$ cat config.mk
export PLATFORM = sky130hd
export DESIGN_NAME = bcu_bus_cycle
export DESIGN_NICKNAME = d
export VERILOG_FILES = /design/src/hdl/bcu_pkg.sv /design/src/hdl/bcu_bus_cycle.sv
export SDC_FILE = /design/constraint.sdc
export NUM_CORES = 1
export LEC_CHECK = 0
export BUFFER_PORTS_ARGS = -buffer_cell sky130_fd_sc_hd__buf_4
export CAP_MARGIN = 0
export CORE_MARGIN = 4
export CORE_UTILIZATION = 50
export DETAILED_ROUTE_END_ITERATION = 6
export PLACE_DENSITY_LB_ADDON = 0.2
export SETUP_SLACK_MARGIN = 0.2
export SLEW_MARGIN = 20
export SYNTH_ARGS = -nofsm -noshare
export SYNTH_HDL_FRONTEND = slang
export SYNTH_SLANG_ARGS = --single-unit
$ cat constraint.sdc
create_clock -name clk_in -period 2.1 [get_ports clk_in]
set_input_delay 0.42 -clock clk_in [delete_from_list [all_inputs] [get_ports clk_in]]
set_output_delay 0.42 -clock clk_in [all_outputs]
set_load 0.02 [all_outputs]
$ cat src/hdl/bcu_pkg.sv
// Shared constants and types for the local bus cycle unit.
package bcu_pkg;
	// ****************************************
	// Bus status codes, driven on the three status outputs.
	// ****************************************
	localparam logic [2:0] BCU_ST_INT_ACK_STROBE = 3'h0;
	localparam logic [2:0] BCU_ST_IO_RD = 3'h1;
	localparam logic [2:0] BCU_ST_IO_WR = 3'h2;
	localparam logic [2:0] BCU_ST_HALT = 3'h3;
	localparam logic [2:0] BCU_ST_CODE = 3'h4;
	localparam logic [2:0] BCU_ST_MEM_RD = 3'h5;
	localparam logic [2:0] BCU_ST_MEM_WR = 3'h6;
	localparam logic [2:0] BCU_ST_PASSIVE = 3'h7;

	// ****************************************
	// Segment codes, bit a in position 0 and bit b in position 1.
	// ****************************************
	localparam logic [1:0] BCU_SEG_ALT = 2'h0;
	localparam logic [1:0] BCU_SEG_STACK = 2'h1;
	localparam logic [1:0] BCU_SEG_CODE = 2'h2;
	localparam logic [1:0] BCU_SEG_DATA = 2'h3;

	// ****************************************
	// Field positions and reset values.
	// ****************************************
	localparam int BCU_UPPER_LSB = 16;
	localparam int BCU_STAT_SEG_A = 0;
	localparam int BCU_STAT_SEG_B = 1;
	localparam int BCU_STAT_IF = 2;
	localparam logic BCU_HIGH_STATUS_RST = 1'h0;
	localparam logic [15:0] BCU_DATA_RST = 16'h0000;

	// Bus cycle states.
	typedef enum logic [2:0] {
		BCU_IDLE,
		BCU_T1,
		BCU_T2,
		BCU_T3,
		BCU_TW,
		BCU_T4,
		BCU_HOLD
	} bcu_state_t;
endpackage : bcu_pkg

$ cat src/hdl/bcu_bus_cycle.sv
// Local bus cycle sequencer of a 16-bit processor: T-states, pins and hold.
`timescale 1ns/1ns
`default_nettype none

// What this block does
// - Ready is sampled in T3 and each wait state, and a wait state follows while it is low.
// - An interrupt acknowledge runs two acknowledge cycles back to back with nothing between.
// - The multiplexed lines float during both acknowledge cycles so the vector can be driven.
// - The bus status returns to passive in the state just before T4.
// - The multiplexed lines carry the address in T1 and data in T2, T3, wait states and T4.
// - In T1 line 0 is low when the lower byte is used and high when it is not.
// - The multiplexed lines float throughout interrupt acknowledge and hold acknowledge.
// - The upper four lines carry address bits 19 to 16 in T1 of memory cycles.
// - The upper four lines are low in T1 of I/O cycles.
// - The upper four lines carry status in T2, T3, wait states and T4.
// - Segment bits a,b encode 0,0 alternate, 1,0 stack, 0,1 code or none, 1,1 data.
// - The upper four lines float for the whole of hold acknowledge.
// - The high byte line shows the upper byte enable in T1 and a status bit afterwards.
// - The address latch pulse is positive, latches on its trailing edge and never floats.
module bcu_bus_cycle
	import bcu_pkg::*;
(
	input wire logic clk_in,
	input wire logic rst_in,
	// Request side.
	input wire logic req_valid_in,
	output logic req_ready_out,
	input wire logic [2:0] req_kind_in,
	input wire logic [19:0] req_addr_in,
	input wire logic req_low_byte_in,
	input wire logic req_high_byte_in,
	input wire logic [15:0] req_wdata_in,
	input wire logic [1:0] req_segment_in,
	input wire logic int_enable_flag_in,
	output logic done_out,
	output logic [15:0] rdata_out,
	// Bus pins.
	input wire logic [15:0] addr_data_lines_in,
	output logic [15:0] addr_data_lines_out,
	output logic addr_data_lines_oe_out,
	output logic [3:0] upper_addr_status_lines_out,
	output logic upper_addr_status_lines_oe_out,
	output logic high_byte_enable_status_out,
	output logic high_byte_enable_status_oe_out,
	output logic addr_latch_out,
	output logic int_ack_strobe_n_out,
	output logic [2:0] bus_status_out,
	output logic bus_status_oe_out,
	input wire logic ready_in,
	input wire logic hold_in,
	output logic hold_ack_out
);
	// ****************************************
	// State and captured request.
	// ****************************************
	bcu_state_t state_reg;
	bcu_state_t state_next;
	logic [2:0] kind_reg;
	logic [19:0] addr_reg;
	logic low_byte_reg;
	logic high_byte_reg;
	logic [15:0] wdata_reg;
	logic [1:0] segment_reg;
	logic if_flag_reg;
	logic second_ack_reg;
	logic take_req;
	logic [15:0] rdata_reg;
	logic done_reg;

	// Kind decoders shared by several processes.
	function automatic logic bcu_is_int_ack_strobe(input logic [2:0] kind);
		return kind == BCU_ST_INT_ACK_STROBE;
	endfunction : bcu_is_int_ack_strobe

	function automatic logic bcu_is_write(input logic [2:0] kind);
		return (kind == BCU_ST_IO_WR) || (kind == BCU_ST_MEM_WR);
	endfunction : bcu_is_write

	function automatic logic bcu_is_io(input logic [2:0] kind);
		return ~kind[2];
	endfunction : bcu_is_io

	// A new cycle may start from idle or straight after T4, but never while hold is asked
	// for, and never between the two acknowledge cycles, which must stay back to back.
	assign req_ready_out = ((state_reg == BCU_IDLE) ||
		((state_reg == BCU_T4) && !second_ack_reg)) && !hold_in;
	assign take_req = req_valid_in && req_ready_out;

	// Fields of the cycle about to enter T1: the request taken at this edge, or, when the
	// second acknowledge cycle follows its twin, the fields captured with the first one.
	// Reading the raw request there would put a stale address on the pins.
	logic [19:0] t1_addr;
	logic [2:0] t1_kind;
	logic t1_low;
	logic t1_high;
	assign t1_addr = take_req ? req_addr_in : addr_reg;
	assign t1_kind = take_req ? req_kind_in : kind_reg;
	assign t1_low = take_req ? req_low_byte_in : low_byte_reg;
	assign t1_high = take_req ? req_high_byte_in : high_byte_reg;

	// ****************************************
	// Next state.
	// ****************************************
	// Hold is honoured only from idle or at the end of a cycle, never inside one, and never
	// between the two acknowledge cycles, where T4 runs straight into the next T1.
	always_comb begin
		state_next = state_reg;
		unique case (state_reg)
			BCU_IDLE: begin
				if (hold_in) begin
					state_next = BCU_HOLD;
				end else if (req_valid_in) begin
					state_next = BCU_T1;
				end
			end
			BCU_HOLD: begin
				if (!hold_in) begin
					state_next = BCU_IDLE;
				end
			end
			BCU_T1: state_next = BCU_T2;
			BCU_T2: state_next = BCU_T3;
			// A low ready from the slave holds the cycle in wait states.
			BCU_T3, BCU_TW: begin
				state_next = ready_in ? BCU_T4 : BCU_TW;
			end
			BCU_T4: begin
				if (second_ack_reg) begin
					state_next = BCU_T1;
				end else if (hold_in) begin
					state_next = BCU_HOLD;
				end else if (req_valid_in) begin
					state_next = BCU_T1;
				end else begin
					state_next = BCU_IDLE;
				end
			end
		endcase
	end

	// State register.
	always_ff @(posedge clk_in) begin
		if (rst_in) begin
			state_reg <= BCU_IDLE;
		end else begin
			state_reg <= state_next;
		end
	end

	// ****************************************
	// Request capture and acknowledge pairing.
	// ****************************************
	// Fields are kept for the whole cycle so the second acknowledge cycle can reuse them.
	always_ff @(posedge clk_in) begin
		if (rst_in) begin
			kind_reg <= BCU_ST_PASSIVE;
			addr_reg <= 20'h00000;
			low_byte_reg <= 1'h0;
			high_byte_reg <= 1'h0;
			wdata_reg <= BCU_DATA_RST;
			segment_reg <= BCU_SEG_CODE;
			if_flag_reg <= 1'h0;
		end else if (take_req) begin
			kind_reg <= req_kind_in;
			addr_reg <= req_addr_in;
			low_byte_reg <= req_low_byte_in;
			high_byte_reg <= req_high_byte_in;
			wdata_reg <= req_wdata_in;
			segment_reg <= req_segment_in;
			if_flag_reg <= int_enable_flag_in;
		end
	end

	// The flag marks that the cycle under way is the first of an acknowledge pair, so
	// its T4 leads straight into the second T1, with no idle state left between the
	// two cycles.
	always_ff @(posedge clk_in) begin
		if (rst_in) begin
			second_ack_reg <= 1'h0;
		end else if (take_req) begin
			second_ack_reg <= bcu_is_int_ack_strobe(req_kind_in);
		end else if ((state_reg == BCU_T4) && second_ack_reg) begin
			second_ack_reg <= 1'h0;
		end
	end

	// ****************************************
	// Read data and completion.
	// ****************************************
	// Read data is taken on the edge that leaves the last T3 or wait state.
	// The done pulse follows T4 by one clock; after an acknowledge pair only the second counts.
	// The read data stands until the next cycle that is not a write, so a write leaves it untouched.
	always_ff @(posedge clk_in) begin
		if (rst_in) begin
			rdata_reg <= BCU_DATA_RST;
			done_reg <= 1'h0;
		end else begin
			done_reg <= (state_reg == BCU_T4) && !second_ack_reg;
			if (((state_reg == BCU_T3) || (state_reg == BCU_TW)) && ready_in &&
				!bcu_is_write(kind_reg)) begin
				rdata_reg <= addr_data_lines_in;
			end
		end
	end
	assign rdata_out = rdata_reg;
	assign done_out = done_reg;

	// ****************************************
	// Multiplexed address and data lines.
	// ****************************************
	// Driven from the next state so the pins change right at each T-state edge.
	always_ff @(posedge clk_in) begin
		if (rst_in) begin
			addr_data_lines_out <= BCU_DATA_RST;
			addr_data_lines_oe_out <= 1'h0;
		end else if (state_next == BCU_T1) begin
			// The address phase of an acknowledge cycle stays floating as well.
			addr_data_lines_out <= {t1_addr[15:1], ~t1_low};
			addr_data_lines_oe_out <= !bcu_is_int_ack_strobe(t1_kind);
		end else if ((state_next == BCU_T2) || (state_next == BCU_T3) ||
			(state_next == BCU_TW) || (state_next == BCU_T4)) begin
			addr_data_lines_out <= wdata_reg;
			addr_data_lines_oe_out <= bcu_is_write(kind_reg);
		end else begin
			// Outside a cycle the lines float so a hold requester may take them.
			addr_data_lines_out <= BCU_DATA_RST;
			addr_data_lines_oe_out <= 1'h0;
		end
	end

	// ****************************************
	// Upper address/status and high byte lines.
	// ****************************************
	// Address and byte enable in T1, status afterwards, floating from reset or hold until the next T1.
	always_ff @(posedge clk_in) begin
		if (rst_in) begin
			upper_addr_status_lines_out <= 4'h0;
			upper_addr_status_lines_oe_out <= 1'h0;
			high_byte_enable_status_out <= 1'h1;
			high_byte_enable_status_oe_out <= 1'h0;
		end else if (state_next == BCU_T1) begin
			// I/O ports live below 64K, so the top bits are forced low.
			if (bcu_is_io(t1_kind)) begin
				upper_addr_status_lines_out <= 4'h0;
			end else begin
				upper_addr_status_lines_out <= t1_addr[19:16];
			end
			upper_addr_status_lines_oe_out <= 1'h1;
			high_byte_enable_status_out <= ~t1_high;
			high_byte_enable_status_oe_out <= 1'h1;
		end else if (state_next == BCU_HOLD) begin
			// The latch pulse, acknowledge strobe and hold acknowledge outputs keep driving in hold.
			upper_addr_status_lines_oe_out <= 1'h0;
			high_byte_enable_status_oe_out <= 1'h0;
		end else if (state_next != BCU_IDLE) begin
			upper_addr_status_lines_out[BCU_STAT_SEG_A] <= segment_reg[0];
			upper_addr_status_lines_out[BCU_STAT_SEG_B] <= segment_reg[1];
			upper_addr_status_lines_out[BCU_STAT_IF] <= if_flag_reg;
			upper_addr_status_lines_out[3] <= 1'h0;
			high_byte_enable_status_out <= BCU_HIGH_STATUS_RST;
		end
	end

	// ****************************************
	// Latch pulse, acknowledge strobe and hold acknowledge.
	// ****************************************
	// The latch pulse is high for all of T1 and falls at T2, on the same edge that takes
	// the address off the lines; it is driven in every state, hold included.
	always_ff @(posedge clk_in) begin
		if (rst_in) begin
			addr_latch_out <= 1'h0;
			int_ack_strobe_n_out <= 1'h1;
			hold_ack_out <= 1'h0;
		end else begin
			addr_latch_out <= (state_next == BCU_T1);
			int_ack_strobe_n_out <= !(bcu_is_int_ack_strobe(kind_reg) &&
				((state_next == BCU_T2) || (state_next == BCU_T3) ||
				(state_next == BCU_TW)));
			hold_ack_out <= (state_next == BCU_HOLD);
		end
	end

	// ****************************************
	// Bus status.
	// ****************************************
	// Status is active from T1 and drops to passive as soon as ready is seen in T3 or a
	// wait state, which is the state just before T4. This path is combinational from
	// ready so the controller can end its command without waiting a whole state.
	always_comb begin
		bus_status_out = BCU_ST_PASSIVE;
		unique case (state_reg)
			BCU_T1, BCU_T2: bus_status_out = kind_reg;
			BCU_T3, BCU_TW: bus_status_out = ready_in ? BCU_ST_PASSIVE : kind_reg;
			default: bus_status_out = BCU_ST_PASSIVE;
		endcase
	end
	assign bus_status_oe_out = (state_reg != BCU_HOLD);
endmodule : bcu_bus_cycle

`default_nettype wire

# Word-level counts from Yosys, hierarchy flattened
# Cells that the tools add are included.
# word_totals
ff_bits,91
inputBits,65
elab_cells,96
# classes
eq_ne,16
mux,29
bitwise_logic,2
n_reduce_logical,29
# op_table
op,n
16-bit two-way mux,2
3-bit == test (second input constant),7
3-bit two-way mux,7
20-bit two-way mux,1
3-bit case mux with 6 select lines,1
4-bit two-way mux,4
3-bit by 2-bit == test with 1-bit output (second input constant),5
1-bit two-way mux,13
3-bit zero test,4
1-bit logical AND,7
3-bit by 1-bit == test with 1-bit output (second input constant),2
1-bit logical OR,6
3-bit case mux with 2 select lines,1
2-bit nonzero test,3
1-bit zero test,5
2-bit OR reduction,2
3-bit != test (second input constant),1
3-bit nonzero test,1
2-bit != test (second input constant),1
1-bit NOT,2
2-bit AND reduction,1

# Depth between registers and ports, before layout
# Gate-level depths: netlist of the first run.
# logic_depth
depth_word,10
depth_mapped,9
depth_no_buf,5

# Least setup slack after synthesis of the first run
# Ideal clock, no wire load.
# synth_path
kind,input to register
startpoint,input hold_in
endpoint,register addr_data_lines_out[10]
path_slack_ns,0.328
n_path_buf,4
arrival_ns,1.656
required_ns,1.983
cell_stages,9
path_cell_list,buf_4 nand2b_1 a21oi_1 o211a_1 buf_6 and3_1 buf_6 buf_12 a22o_1
# synth_between
elab_chain_cells,9
elab_cells_between_ends,19
classes_between,eq/ne: 5; mux: 8; reduce/logical: 6
# synth_lines
item,line_no,text
from (decl),bcu_bus_cycle.sv:50,"input wire logic hold_in,"
3-bit two-way mux,bcu_bus_cycle.sv:130,end else if (hold_in) begin
3-bit two-way mux,bcu_bus_cycle.sv:128,if (second_ack_reg) begin
3-bit case mux with 6 select lines,bcu_bus_cycle.sv:108,unique case (state_reg)
3-bit by 2-bit == test with 1-bit output,bcu_bus_cycle.sv:220,end else if ((state_next == BCU_T2) || (state_next == BCU_T3) ||
1-bit logical OR (2 in a row),bcu_bus_cycle.sv:220,
1-bit logical OR,bcu_bus_cycle.sv:221,(state_next == BCU_TW) || (state_next == BCU_T4)) begin
16-bit two-way mux,bcu_bus_cycle.sv:220,
16-bit two-way mux (*),bcu_bus_cycle.sv:216,end else if (state_next == BCU_T1) begin
to (signal assigned),bcu_bus_cycle.sv:218,"addr_data_lines_out <= {t1_addr[15:1], ~t1_low};"
to (signal assigned),bcu_bus_cycle.sv:222,addr_data_lines_out <= wdata_reg;
to (decl),bcu_bus_cycle.sv:39,"output logic [15:0] addr_data_lines_out,"
# Every way passes the cells marked *; elsewhere a longest branch is shown, timed or not.
# A chain may end at the register's enable or synchronous reset.

# Final worst setup path of the first run
# layout_path
startpoint,register state_reg[1]
endpoint,register addr_data_lines_oe_out
# layout_between
elab_chain_cells,9
elab_cells_between_ends,29
classes_between,eq/ne: 11; mux: 7; reduce/logical: 11
# layout_lines
item,line_no,text
from (decl),bcu_bus_cycle.sv:56,bcu_state_t state_reg;
from (signal assigned),bcu_bus_cycle.sv:146,state_reg <= state_next;
"3-bit by 2-bit == test with 1-bit output, or another cell as far along",bcu_bus_cycle.sv:108,
"2-bit OR reduction, or another cell as far along",bcu_bus_cycle.sv:108,
3-bit case mux with 6 select lines / 1-bit logical OR (equally long branches),"bcu_bus_cycle.sv:108, bcu_bus_cycle.sv:85",
3-bit by 2-bit == test with 1-bit output / 1-bit logical AND (equally long branches),"bcu_bus_cycle.sv:220, bcu_bus_cycle.sv:86",
1-bit logical OR / 1-bit logical AND (equally long branches),"bcu_bus_cycle.sv:220, bcu_bus_cycle.sv:87",
1-bit logical OR / 3-bit two-way mux (equally long branches),--,
1-bit logical OR / 3-bit zero test (equally long branches),"bcu_bus_cycle.sv:221, bcu_bus_cycle.sv:72",
1-bit two-way mux / 1-bit zero test (equally long branches),"bcu_bus_cycle.sv:220, bcu_bus_cycle.sv:219",
1-bit two-way mux (*),bcu_bus_cycle.sv:216,
to (signal assigned),bcu_bus_cycle.sv:219,addr_data_lines_oe_out <= !bcu_is_int_ack_strobe(t1_kind);
to (signal assigned),bcu_bus_cycle.sv:223,addr_data_lines_oe_out <= bcu_is_write(kind_reg);
to (decl),bcu_bus_cycle.sv:40,"output logic addr_data_lines_oe_out,"
# Marks and branches as above.

==> metrics.md, run 1 <==
| Metric | Value |
|---|---|
| Status | complete, no violations |
| Max reg flops | 19 |
| Clk_skew | ~6 ps |
| Hold Buf Count CTS | 0 |
| Fin crit share | between 90% and 100% |
| H-tree levels | 3 |
| Predominant post-synthesis flop cell | dfxtp_1 |
| Die Width | between 90 and 100 µm |
| Fillers | between 500 and 600 |
| Synthesized instance count | slightly below 400 |
| Max-slew headroom | 67.0% |
| Setup-failing EPs final | 0 |
| Min Tclk post-route | between 1500 and 2000 ps |
| Fin. max-slew vios | 0 |
| Count of input and output buffers | about 110 |
| DRC | 0 |
| Layout cells sized above 1 | a little over a third |
| Critical path capture point type | flip-flop |
| DR iter-0 viols | 160 |
| Starting Density | roughly 52% |
| Share of the synthesized area in the top cell type | around half |
| Worst-Skew Late Latency | about 350 ps |
| Die Area | between 0.008 and 0.009 mm² |
| Boundary Pins | ~110 |
| Core Box Area | just under 0.007 mm² |
| First-pass GRT wire length | around 15000 µm |
| Mean post-synth cell area | between 9 and 10 µm² |
| Total GRT Usage | about a fifth |
| Hold Fails Final Rpt | 0 |
| Worst Setup Start Kind | flip-flop |
| Synth area leader | dfxtp_1 |
| Async SR Flop Fraction | 0% |
| Crit path max fanout | 15 |
| Layout Nets | just under 600 |
| Max stage delay on crit path | about 440 ps |
| Synth unique cells | 48 |
| Total grt overflow | 0 |
| Clock tree sinks | 90 |
| Pwr/cell area | 968 mW/mm² |
| Routability Congestion | roughly 0.81 |
| Critical path data arrival time | around 2200 ps |
| Peak VDD IR | between 0.6 and 0.7 mV |
| Routed wire length | roughly 9400 µm |
| # diodes | 0 |
| Die Y-Extent | 93.0 µm |
| Mapped Nets | between 400 and 500 |
| CP required | approximately 2300 ps |
| Worst path cell trace | buf_4 -> buf_6 -> nor3b_4 -> buf_4 -> o21ai_4 -> buf_12 -> or4_4 -> nand2_2 -> o31ai_1 |
| Site row count | 30 |
| Mapped Area | 0.00361 mm² |
| Syn-to-layout area delta | 40.5% |
| Max-Cap Viols | 0 |
| CTS clk-pin slew, worst paths | 80 ps |
| Maximum root-to-sink buffer count | 2 |
| Setup CP Type | flip-flop to flip-flop |
| Worst path slowest cell | or4_4 |
| HPWL Detailed | roughly 6200 µm |
| Leakage | about 2.2 nW |
| Dominant cells by area after synthesis | dfxtp_1 (50%), nand2_1 (9.6%), a21oi_1 (5.5%), mux2i_1 (5.3%), a22o_1 (3.6%) |
| Num CTS Buffers | 9 |
| TritonRoute pass-1 iters | 5 |
| ANT nets after route | 0 |
| Sequential fraction of the synthesis area | 49.9% |
| EDFF count, synth | 0 |
| Clock root buffer | clkbuf_8 |
| Initial antenna violation count | 0 |
| Drt wl/cell | between 15 and 20 µm |
| Yosys warns | 0 |
| CTS tree | built |
| Fin util | 73.4% |
| Max Freq | ~510 MHz |
| Pin count of the biggest net entering global routing | 42 |
| RSZ-0062 raised after global routing | true |
| Vias post-DR | about 3.3k |
| Vias/cell | 5.29 |
| Setup tns final | 0 ps |
| Synth Register Bits | 90 |
| Most frequent CP cell | buf_4 |
| Hold WC Path Type | primary input to flip-flop |
| Worst slew pin tran | slightly below 500 ps |
| Vias in the first global route | about 3.2k |
-- routing by layer --
layer | wire (µm) | track usage (%) | part of all wire (%)
met2 | 4790 | 35.9 | 51
met1 | 3920 | 26.5 | 42
met5 | 0 | 0 | 0
met3 | 586 | 5.20 | 6.2
met4 | 129 | 7.20 | 1.4
-- cells in the mapped netlist (all sizes together), types with 4 or more instances --
cell type,number
nor2,32
clkbuf,10
nand2,93
nand3,14
dfxtp,90
o211ai,5
nand2b,5
nor3,4
o21ai,5
a22o,15
buf,21
a21oi,42
mux2i,19
-- critical path: cells and delay by family, from the launching register on --
kind	cells	cell delay, ps
compound gates	2	130
simple gates	3	710
buf+inv	4	600
flops	1	360
-- placed cells by master, fill, tap and decap left out, drive strengths merged, types with 2 or more instances in the layout --
master  netlist  layout
a311o         3       3
nor2         32      32
a21oi        42      42
clkbuf       10      12
and2          2       2
o21a          3       3
nor3          4       4
dfxtp        90      90
or4           2       2
o31ai         2       2
a22o         15      15
nand2        93      93
buf          21     146
bufinv        0       2
mux2i        19      19
nand2b        5       5
or2           2       2
nand3        14      14
and3          2       2
inv           3       3
a211o         3       3
o211ai        5       5
o21ai         5       5
-- timing repair --
| action | 4_1_cts | 5_1_grt |
|---|---|---|
| pin swaps | 3 | 8 |
| setup buffers | 9 | 7 |
| cloned | 0 | 1 |
| setup endpoints to repair | 24 | 25 |
| resized for setup | 22 | 21 |
-- final cells by class --
| type | count | area [µm²] | share of cell area [%] |
|---|---|---|---|
| clock inverter | 3 | 65.1 | 1.28 |
| timing repair buffer | 147 | 1250 | 24.6 |
| sequential | 90 | 1810 | 35.8 |
| multi-input combinational | 272 | 1670 | 33.0 |
| inverter | 3 | 11.3 | 0.222 |
| clock buffer | 11 | 141 | 2.79 |
| tap | 96 | 120 | 2.37 |
-- worst paths after layout --
check / endpoint / cells after the start / slack, ps / from
setup / recovery: addr_data_lines_oe_out / 9 / 150 / state_reg[1]
hold / removal: segment_reg[1] / 3 / 290 / req_segment_in[1]
setup reg to reg: addr_data_lines_oe_out / 9 / 150 / state_reg[1]
hold reg to reg: wdata_reg[15] / 2 / 450 / wdata_reg[15]
-- power breakdown --
part           internal, W  leakage, nW  switching (W)
Sequential         0.00188        0.733       0.000128
Clock             0.000689        0.105       0.000568
Combinational     0.000785         1.39       0.000861
Total              0.00335         2.23        0.00156
-- cell families after synthesis --
logic type | share of synthesized area [%]
flip-flops | 49.9
multiplexers | 5.58
AO/OA/AOI/OAI | 18.3
AND/OR/NAND/NOR | 19.7
buffers and inverters | 6.45
-- metrics by stage --
| stage | total power [W] | worst slack [ps] | hold slack [ps] | area, µm² | instances |
|---|---|---|---|---|---|
| 2_1_floorplan | 0.00293 | 328 | 436 | 3610 | 396 |
| 3_3_place_gp | 0.00337 | 157 | 442 | 4570 | 591 |
| 3_5_place_dp | 0.00341 | 128 | 447 | 4570 | 591 |
| 4_1_cts | 0.00479 | 137 | 282 | 4920 | 614 |
| 5_1_grt | 0.00516 | 96.6 | 284 | 5070 | 622 |
| 6_report | 0.00491 | 152 | 289 | 5070 | 622 |
(Power assumes the default switching activity.)
==> inputs of run 2 (changes only) <==
--- a/config.mk
+++ b/config.mk
@@ -9,6 +9,7 @@
 export CAP_MARGIN = 0
 export CORE_MARGIN = 4
 export CORE_UTILIZATION = 50
+export CTS_CLUSTER_SIZE = 16
 export DETAILED_ROUTE_END_ITERATION = 6
 export PLACE_DENSITY_LB_ADDON = 0.2
 export SETUP_SLACK_MARGIN = 0.2
==> constraint.sdc (replaced) <==
create_clock -name clk_in -period 1.82 [get_ports clk_in]
set_input_delay 0.364 -clock clk_in [delete_from_list [all_inputs] [get_ports clk_in]]
set_output_delay 0.364 -clock clk_in [all_outputs]
set_load 0.02 [all_outputs]
==> run 2 against run 1 <==
Compared with the run above: the flow now finishes with violations (negative setup slack); clock-buffer cell count is the same; first-iteration DRC count grew 8.1%; largest cell class is now multi-input combinational cells; final cell count grew 4.2%; final area grew 12%; setup slack lost 230 ps; die area is the same; clock skew grew 5.2 ps; non-clock buffer count grew 22; highest routed layer unchanged.
==> metrics.md, run 2 (same netlist as run 1, synthesis figures left out) <==
| Metric | Value |
|---|---|
| Min Tclk post-route | about 1900 ps |
| Final setup margin | -82.3 ps |
| Max reg flops | 19 |
| Gate power share | roughly two fifths |
| Core Box Area | just under 0.007 mm² |
| Metal2 WL | 5780 µm |
| Layout cells sized above 1 | between 40 and 50% |
| Routed wire length | about 11000 µm |
| Hold WC Path Type | primary input to flip-flop |
| Vias in the first global route | about 3.2k |
| Fin. max-slew vios | 0 |
| Die Width | between 90 and 100 µm |
| M1 wire length | 4350 µm |
| Die Area | between 0.008 and 0.009 mm² |
| CTS clk-pin slew, worst paths | roughly 90 ps |
| Peak VDD IR | just over 0.7 mV |
| Fin crit share | 105% |
| Worst-Skew Late Latency | 350 ps |
| Pwr/cell area | around 1100 mW/mm² |
| Total grt overflow | 0 |
| Final non-filler cell total | approximately 650 |
| ANT nets after route | 0 |
| CTS tree | built |
| Setup CP Type | flip-flop to output pin |
| Most frequent cells in the layout | buf_4 (135), dfxtp_1 (87), nand2_1 (80), nor2_1 (28), a21oi_2 (24) |
| Fin util | between 80 and 90% |
| First-pass GRT wire length | ~15000 µm |
| Setup-failing EPs final | 11 |
| Routability Congestion | between 0.7 and 0.8 |
| Boundary Pins | between 100 and 150 |
| Clock tree sinks | 90 |
| Vias post-DR | around 3.5k |
| Clk pwr share | between 20% and 30% |
| Drt wl/cell | roughly 17 µm |
| Num CTS Buffers | 9 |
| Worst Setup Start Kind | flip-flop |
| HPWL Detailed | about 6300 µm |
| Pre-CTS setup slack | just over 10 ps |
| Initial antenna violation count | 0 |
| Worst Reg-to-Reg Cells | 9 |
| Multi-input gate area | a little under 0.002 mm² |
| Worst slew pin tran | between 400 and 500 ps |
| Max-slew headroom | around 66% |
| Maximum root-to-sink buffer count | 2 |
| Failing checks | negative setup slack |
| Storage element area | roughly 0.0018 mm² |
| CP required | roughly 1500 ps |
| Most common cell after layout, fill and taps aside | buf_4 |
| Site row count | 30 |
| Switching share of total power | 33.4% |
| Clk_skew | ~11 ps |
| Layout Nets | between 600 and 700 |
| Status | finished with violations |
| Max Freq | about 530 MHz |
| Leakage | 2.43 nW |
| Psw | 0.00213 W |
| # diodes | 0 |
| Flop pwr share | 36.2% |
| Syn-to-layout area delta | 57.7% |
| Clock root buffer | clkbuf_8 |
| Pint | between 0.004 and 0.005 W |
| DRC | 0 |
| Max-Cap Viols | 0 |
| Placed cells | roughly 600 |
| Hold Fails Final Rpt | 0 |
| RSZ-0062 raised after global routing | true |
| Crit path max fanout | 8 |
| H-tree levels | 3 |
| Critical path data arrival time | 1540 ps |
| Vias/cell | ~5.4 |
| Fillers | ~420 |
| Die Y-Extent | between 90 and 100 µm |
| Critical path capture point type | output pin |
| Met3 WL | roughly 770 µm |
| TritonRoute pass-1 iters | 5 |
| Max Used Layer | met4 |
| Starting Density | between 50% and 60% |
| Pin count of the biggest net entering global routing | 26 |
| Total GRT Usage | ~22% |
| DR iter-0 viols | between 150 and 200 |
| Worst hold stages | 3 |
| Count of input and output buffers | between 100 and 150 |
==> run 2: cell count changes in the layout (fill, tap and decap cells not counted), sizes merged <==
cell,delta
inv,+1
clkinv,-1
and3,+2
buf,+18
clkbuf,+3
clkinvlp,+2
bufbuf,+1
==> run 2: path summary, 6_finish.rpt <==
| kind | slack, ps | endpoint | from |
|---|---|---|---|
| min | 240 | rdata_out[15] | addr_data_lines_in[15] |
| max | -80 | bus_status_out[0] | state_reg[0] |
| min reg2reg | 460 | wdata_reg[7] | wdata_reg[7] |
| max reg2reg | -50 | addr_data_lines_out[13] | state_reg[0] |
==> run 2: cell type report <==
class | instances | share of cell area (%)
inverter | 3 | 0.198
clock buffer | 11 | 2.48
clock inverter | 5 | 1.52
sequential | 90 | 31.9
multi-input combinational | 274 | 34.2
timing repair buffer | 169 | 27.6
tap | 96 | 2.11
==> run 2: layer usage <==
layer / up-vias / track usage [%]
met5: - / 0
met4: 0 / 5.86
met3: 30 / 6.34
met2: 141 / 38.8
met1: 1688 / 27.3
li1: 1669 / -
==> run 2: worst max-delay path, cell delays in order, from the launching register on <==
cell,delay [ps]
dfxtp_4,380
buf_6,120
o31ai_4,210
o21ai_4,100
or2_4,240
buf_6,130
==> run 2: power by group through the flow <==
stage | combinational (W) | sequential [W] | clock [W]
floorplan | 0.00101 | 0.00241 | 0
global placement | 0.00163 | 0.00232 | 0
detailed placement | 0.00166 | 0.00233 | 0
CTS | 0.00208 | 0.00229 | 0.00153
global route | 0.00268 | 0.00233 | 0.00164
finish | 0.00254 | 0.00231 | 0.00154
==> run 2: stage by stage <==
stage                     power, W  hold slack, ps  setup TNS (ps)  instance area (µm²)
after global routing       0.00664             239           -1300                 5690
after detailed placement   0.00399             446               0                 4600
final                      0.00638             238            -483                 5690
after CTS                  0.00591             227            -475                 5190
after floorplan            0.00342             436               0                 3650
after global placement     0.00396             442               0                 4600
==> run 2: timing repair <==
item                                   4_1_cts  5_1_grt
hold buffers                                 0        0
setup endpoints to repair                   69       77
setup buffers                               13       13
pin swaps                                   21       30
endpoints found under the hold margin        0        0
cloned                                       4        4
resized for setup                           40       68
==> inputs of run 3 (changes only) <==
--- a/config.mk
+++ b/config.mk
@@ -12,7 +12,7 @@
 export CTS_CLUSTER_SIZE = 16
 export DETAILED_ROUTE_END_ITERATION = 6
 export PLACE_DENSITY_LB_ADDON = 0.2
-export SETUP_SLACK_MARGIN = 0.2
+export SETUP_SLACK_MARGIN = 0.05
 export SLEW_MARGIN = 20
 export SYNTH_ARGS = -nofsm -noshare
 export SYNTH_HDL_FRONTEND = slang
==> run 3 against run 2 <==
Compared with the run above: the run still ends with negative setup slack left; setup slack worse by 88 ps; total power is 7.0% lower; flip-flop and latch count stayed put; worst hold slack worse by 14 ps; first-iteration DRC count is 23% higher; wire length is 4.2% lower; via count is 2.1% lower; highest routed layer unchanged; maximum frequency is 4.4% lower; critical endpoint unchanged; critical path depth stayed put.
==> metrics.md, run 3 (same netlist as run 1, synthesis figures left out) <==
| Metric | Value |
|---|---|
| Vias in the first global route | roughly 3.3k |
| CTS clk-pin slew, worst paths | ~90 ps |
| Vias/cell | 5.33 |
| # diodes | 0 |
| CP required | ~1500 ps |
| Leakage | 2.36 nW |
| Setup CP Type | flip-flop to output pin |
| Layout Nets | 612 |
| Hold WC Path Type | primary input to flip-flop |
| Hold Buf Count CTS | 0 |
| Critical path capture point type | output pin |
| Boundary Pins | about 110 |
| Fin crit share | 109% |
| Worst Setup Start Kind | flip-flop |
| Site row count | 30 |
| Worst hold start | req_segment_in[1] |
| First-pass GRT wire length | 15300 µm |
| Setup-failing EPs final | 6 |
| Status | finished with violations |
| Crit path max fanout | 4 |
| Critical path data arrival time | ~1600 ps |
| Die Area | around 0.0086 mm² |
| RSZ-0062 raised after global routing | true |
| Initial antenna violation count | 0 |
| Worst path cell trace | buf_12 -> o31ai_4 -> o21ai_4 -> or2_4 -> buf_6 |
| Routability Congestion | roughly 0.8 |
| Pwr/cell area | 1090 mW/mm² |
| Die Width | between 90 and 100 µm |
| Worst r2r src | state_reg[1] |
| Total GRT Usage | roughly 22% |
| Count of input and output buffers | 112 |
| ANT nets after route | 0 |
| HPWL Detailed | around 6400 µm |
| Min Tclk post-route | about 2000 ps |
| Layout cells sized above 1 | ~43% |
| Max-Cap Viols | 0 |
| Final setup margin | -170 ps |
| H-tree levels | 3 |
| Worst path slowest cell | dfxtp_4 |
| Total grt overflow | 0 |
| Die Y-Extent | 93.0 µm |
| Clock tree sinks | 90 |
| Worst-Skew Late Latency | 360 ps |
| Met3 WL | roughly 730 µm |
| Maximum root-to-sink buffer count | 2 |
| CTS tree | built |
| Max reg flops | 19 |
| Pin count of the biggest net entering global routing | 71 |
| Area after DPL | roughly 0.0047 mm² |
| Clock root buffer | clkbuf_8 |
| Syn-to-layout area delta | 50.3% |
| Placed cells | around 600 |
| Vias post-DR | around 3.5k |
| Most common cell after layout, fill and taps aside | buf_4 |
| Setup tns final | -549 ps |
| Drt wl/cell | 16.5 µm |
| Final non-filler cell total | 648 |
| DR iter-0 viols | 212 |
| Clk_skew | around 10 ps |
| Fin area | 0.00543 mm² |
| Max Freq | 502 MHz |
| Starting Density | between 50 and 60% |
| Worst hold stages | 3 |
| TritonRoute pass-1 iters | 4 |
| Worst slew pin tran | 435 ps |
| M1 wire length | 4330 µm |
| Worst Setup SP | state_reg[1] |
| Most frequent cells in the layout | buf_4 (138), nand2_1 (89), dfxtp_1 (86), nor2_1 (29), a21oi_1 (26) |
| Metal2 WL | between 5000 and 6000 µm |
| Failing checks | negative setup slack |
| Routed wire length | ~11000 µm |
| DRC | 0 |
| Num CTS Buffers | 9 |
| Worst Reg-to-Reg Cells | 9 |
| Max stage delay on crit path | around 370 ps |
| Fin. max-slew vios | 0 |
| Core Box Area | 0.00691 mm² |
| Max-slew headroom | between 70 and 80% |
| Hold Fails Final Rpt | 0 |
| Peak VDD IR | 0.837 mV |
| Max Used Layer | met4 |
-- run 3: cell count changes in the layout (fill, tap and decap cells not counted), sizes merged --
cell / before / now
o21ai: 5 / 6
buf: 164 / 167
bufbuf: 1 / 0
and3: 4 / 2
clkinvlp: 2 / 3
bufinv: 2 / 1
clkbuf: 15 / 14
-- run 3: final cells by class --
cell class / instances / area, µm²
clock buffers: 11 / 131
inverters: 3 / 11.3
multi-input cells: 273 / 1760
repair buffers: 170 / 1530
well taps: 96 / 120
clock inverters: 5 / 63.8
fillers: 485 / 1480
flip-flops and latches: 90 / 1810
-- run 3: timing repair --
action                     CTS  global route
buffers inserted             9            15
cloned                       1             4
resized for setup           38            36
setup endpoints to repair   33            61
pin swaps                    6            18
-- run 3: final timing paths --
path / slack, ps / end
min: 220 / segment_reg[1]
max reg2reg: -20 / upper_addr_status_lines_out[2]
min reg2reg: 460 / addr_reg[8]
max: -170 / bus_status_out[0]
-- run 3: report_power, final --
group	switching (W)	internal, W
clock network	0.000729	0.000646
logic	0.00114	0.00112
registers	0.000133	0.00217
-- run 3: critical path, delay by kind of cell, from the launching register on --
kind	cells	cell delay [ps]
AOI/OAI and AO/OA	2	380
DFF	1	370
and+or+nand+nor	1	260
buffers and inverters	2	260
-- run 3: stage by stage --
| step | util, % | hold slack (ps) | total power, W | worst slack, ps |
|---|---|---|---|---|
| floorplan | - | 436 | 0.00338 | 104 |
| global placement | 67.7 | 443 | 0.00400 | 3.15 |
| detailed placement | 67.7 | 447 | 0.00404 | -51.7 |
| CTS | 74.2 | 205 | 0.00559 | -117 |
| global route | 78.6 | 224 | 0.00620 | -192 |
| finish | 78.6 | 224 | 0.00594 | -170 |
-- run 3: per-layer routing --
layer | up-vias | track usage (%)
met4 | 0 | 5.49
met5 | - | 0
li1 | 1667 | -
met1 | 1624 | 27.0
met2 | 139 | 38.1
met3 | 25 | 6.01
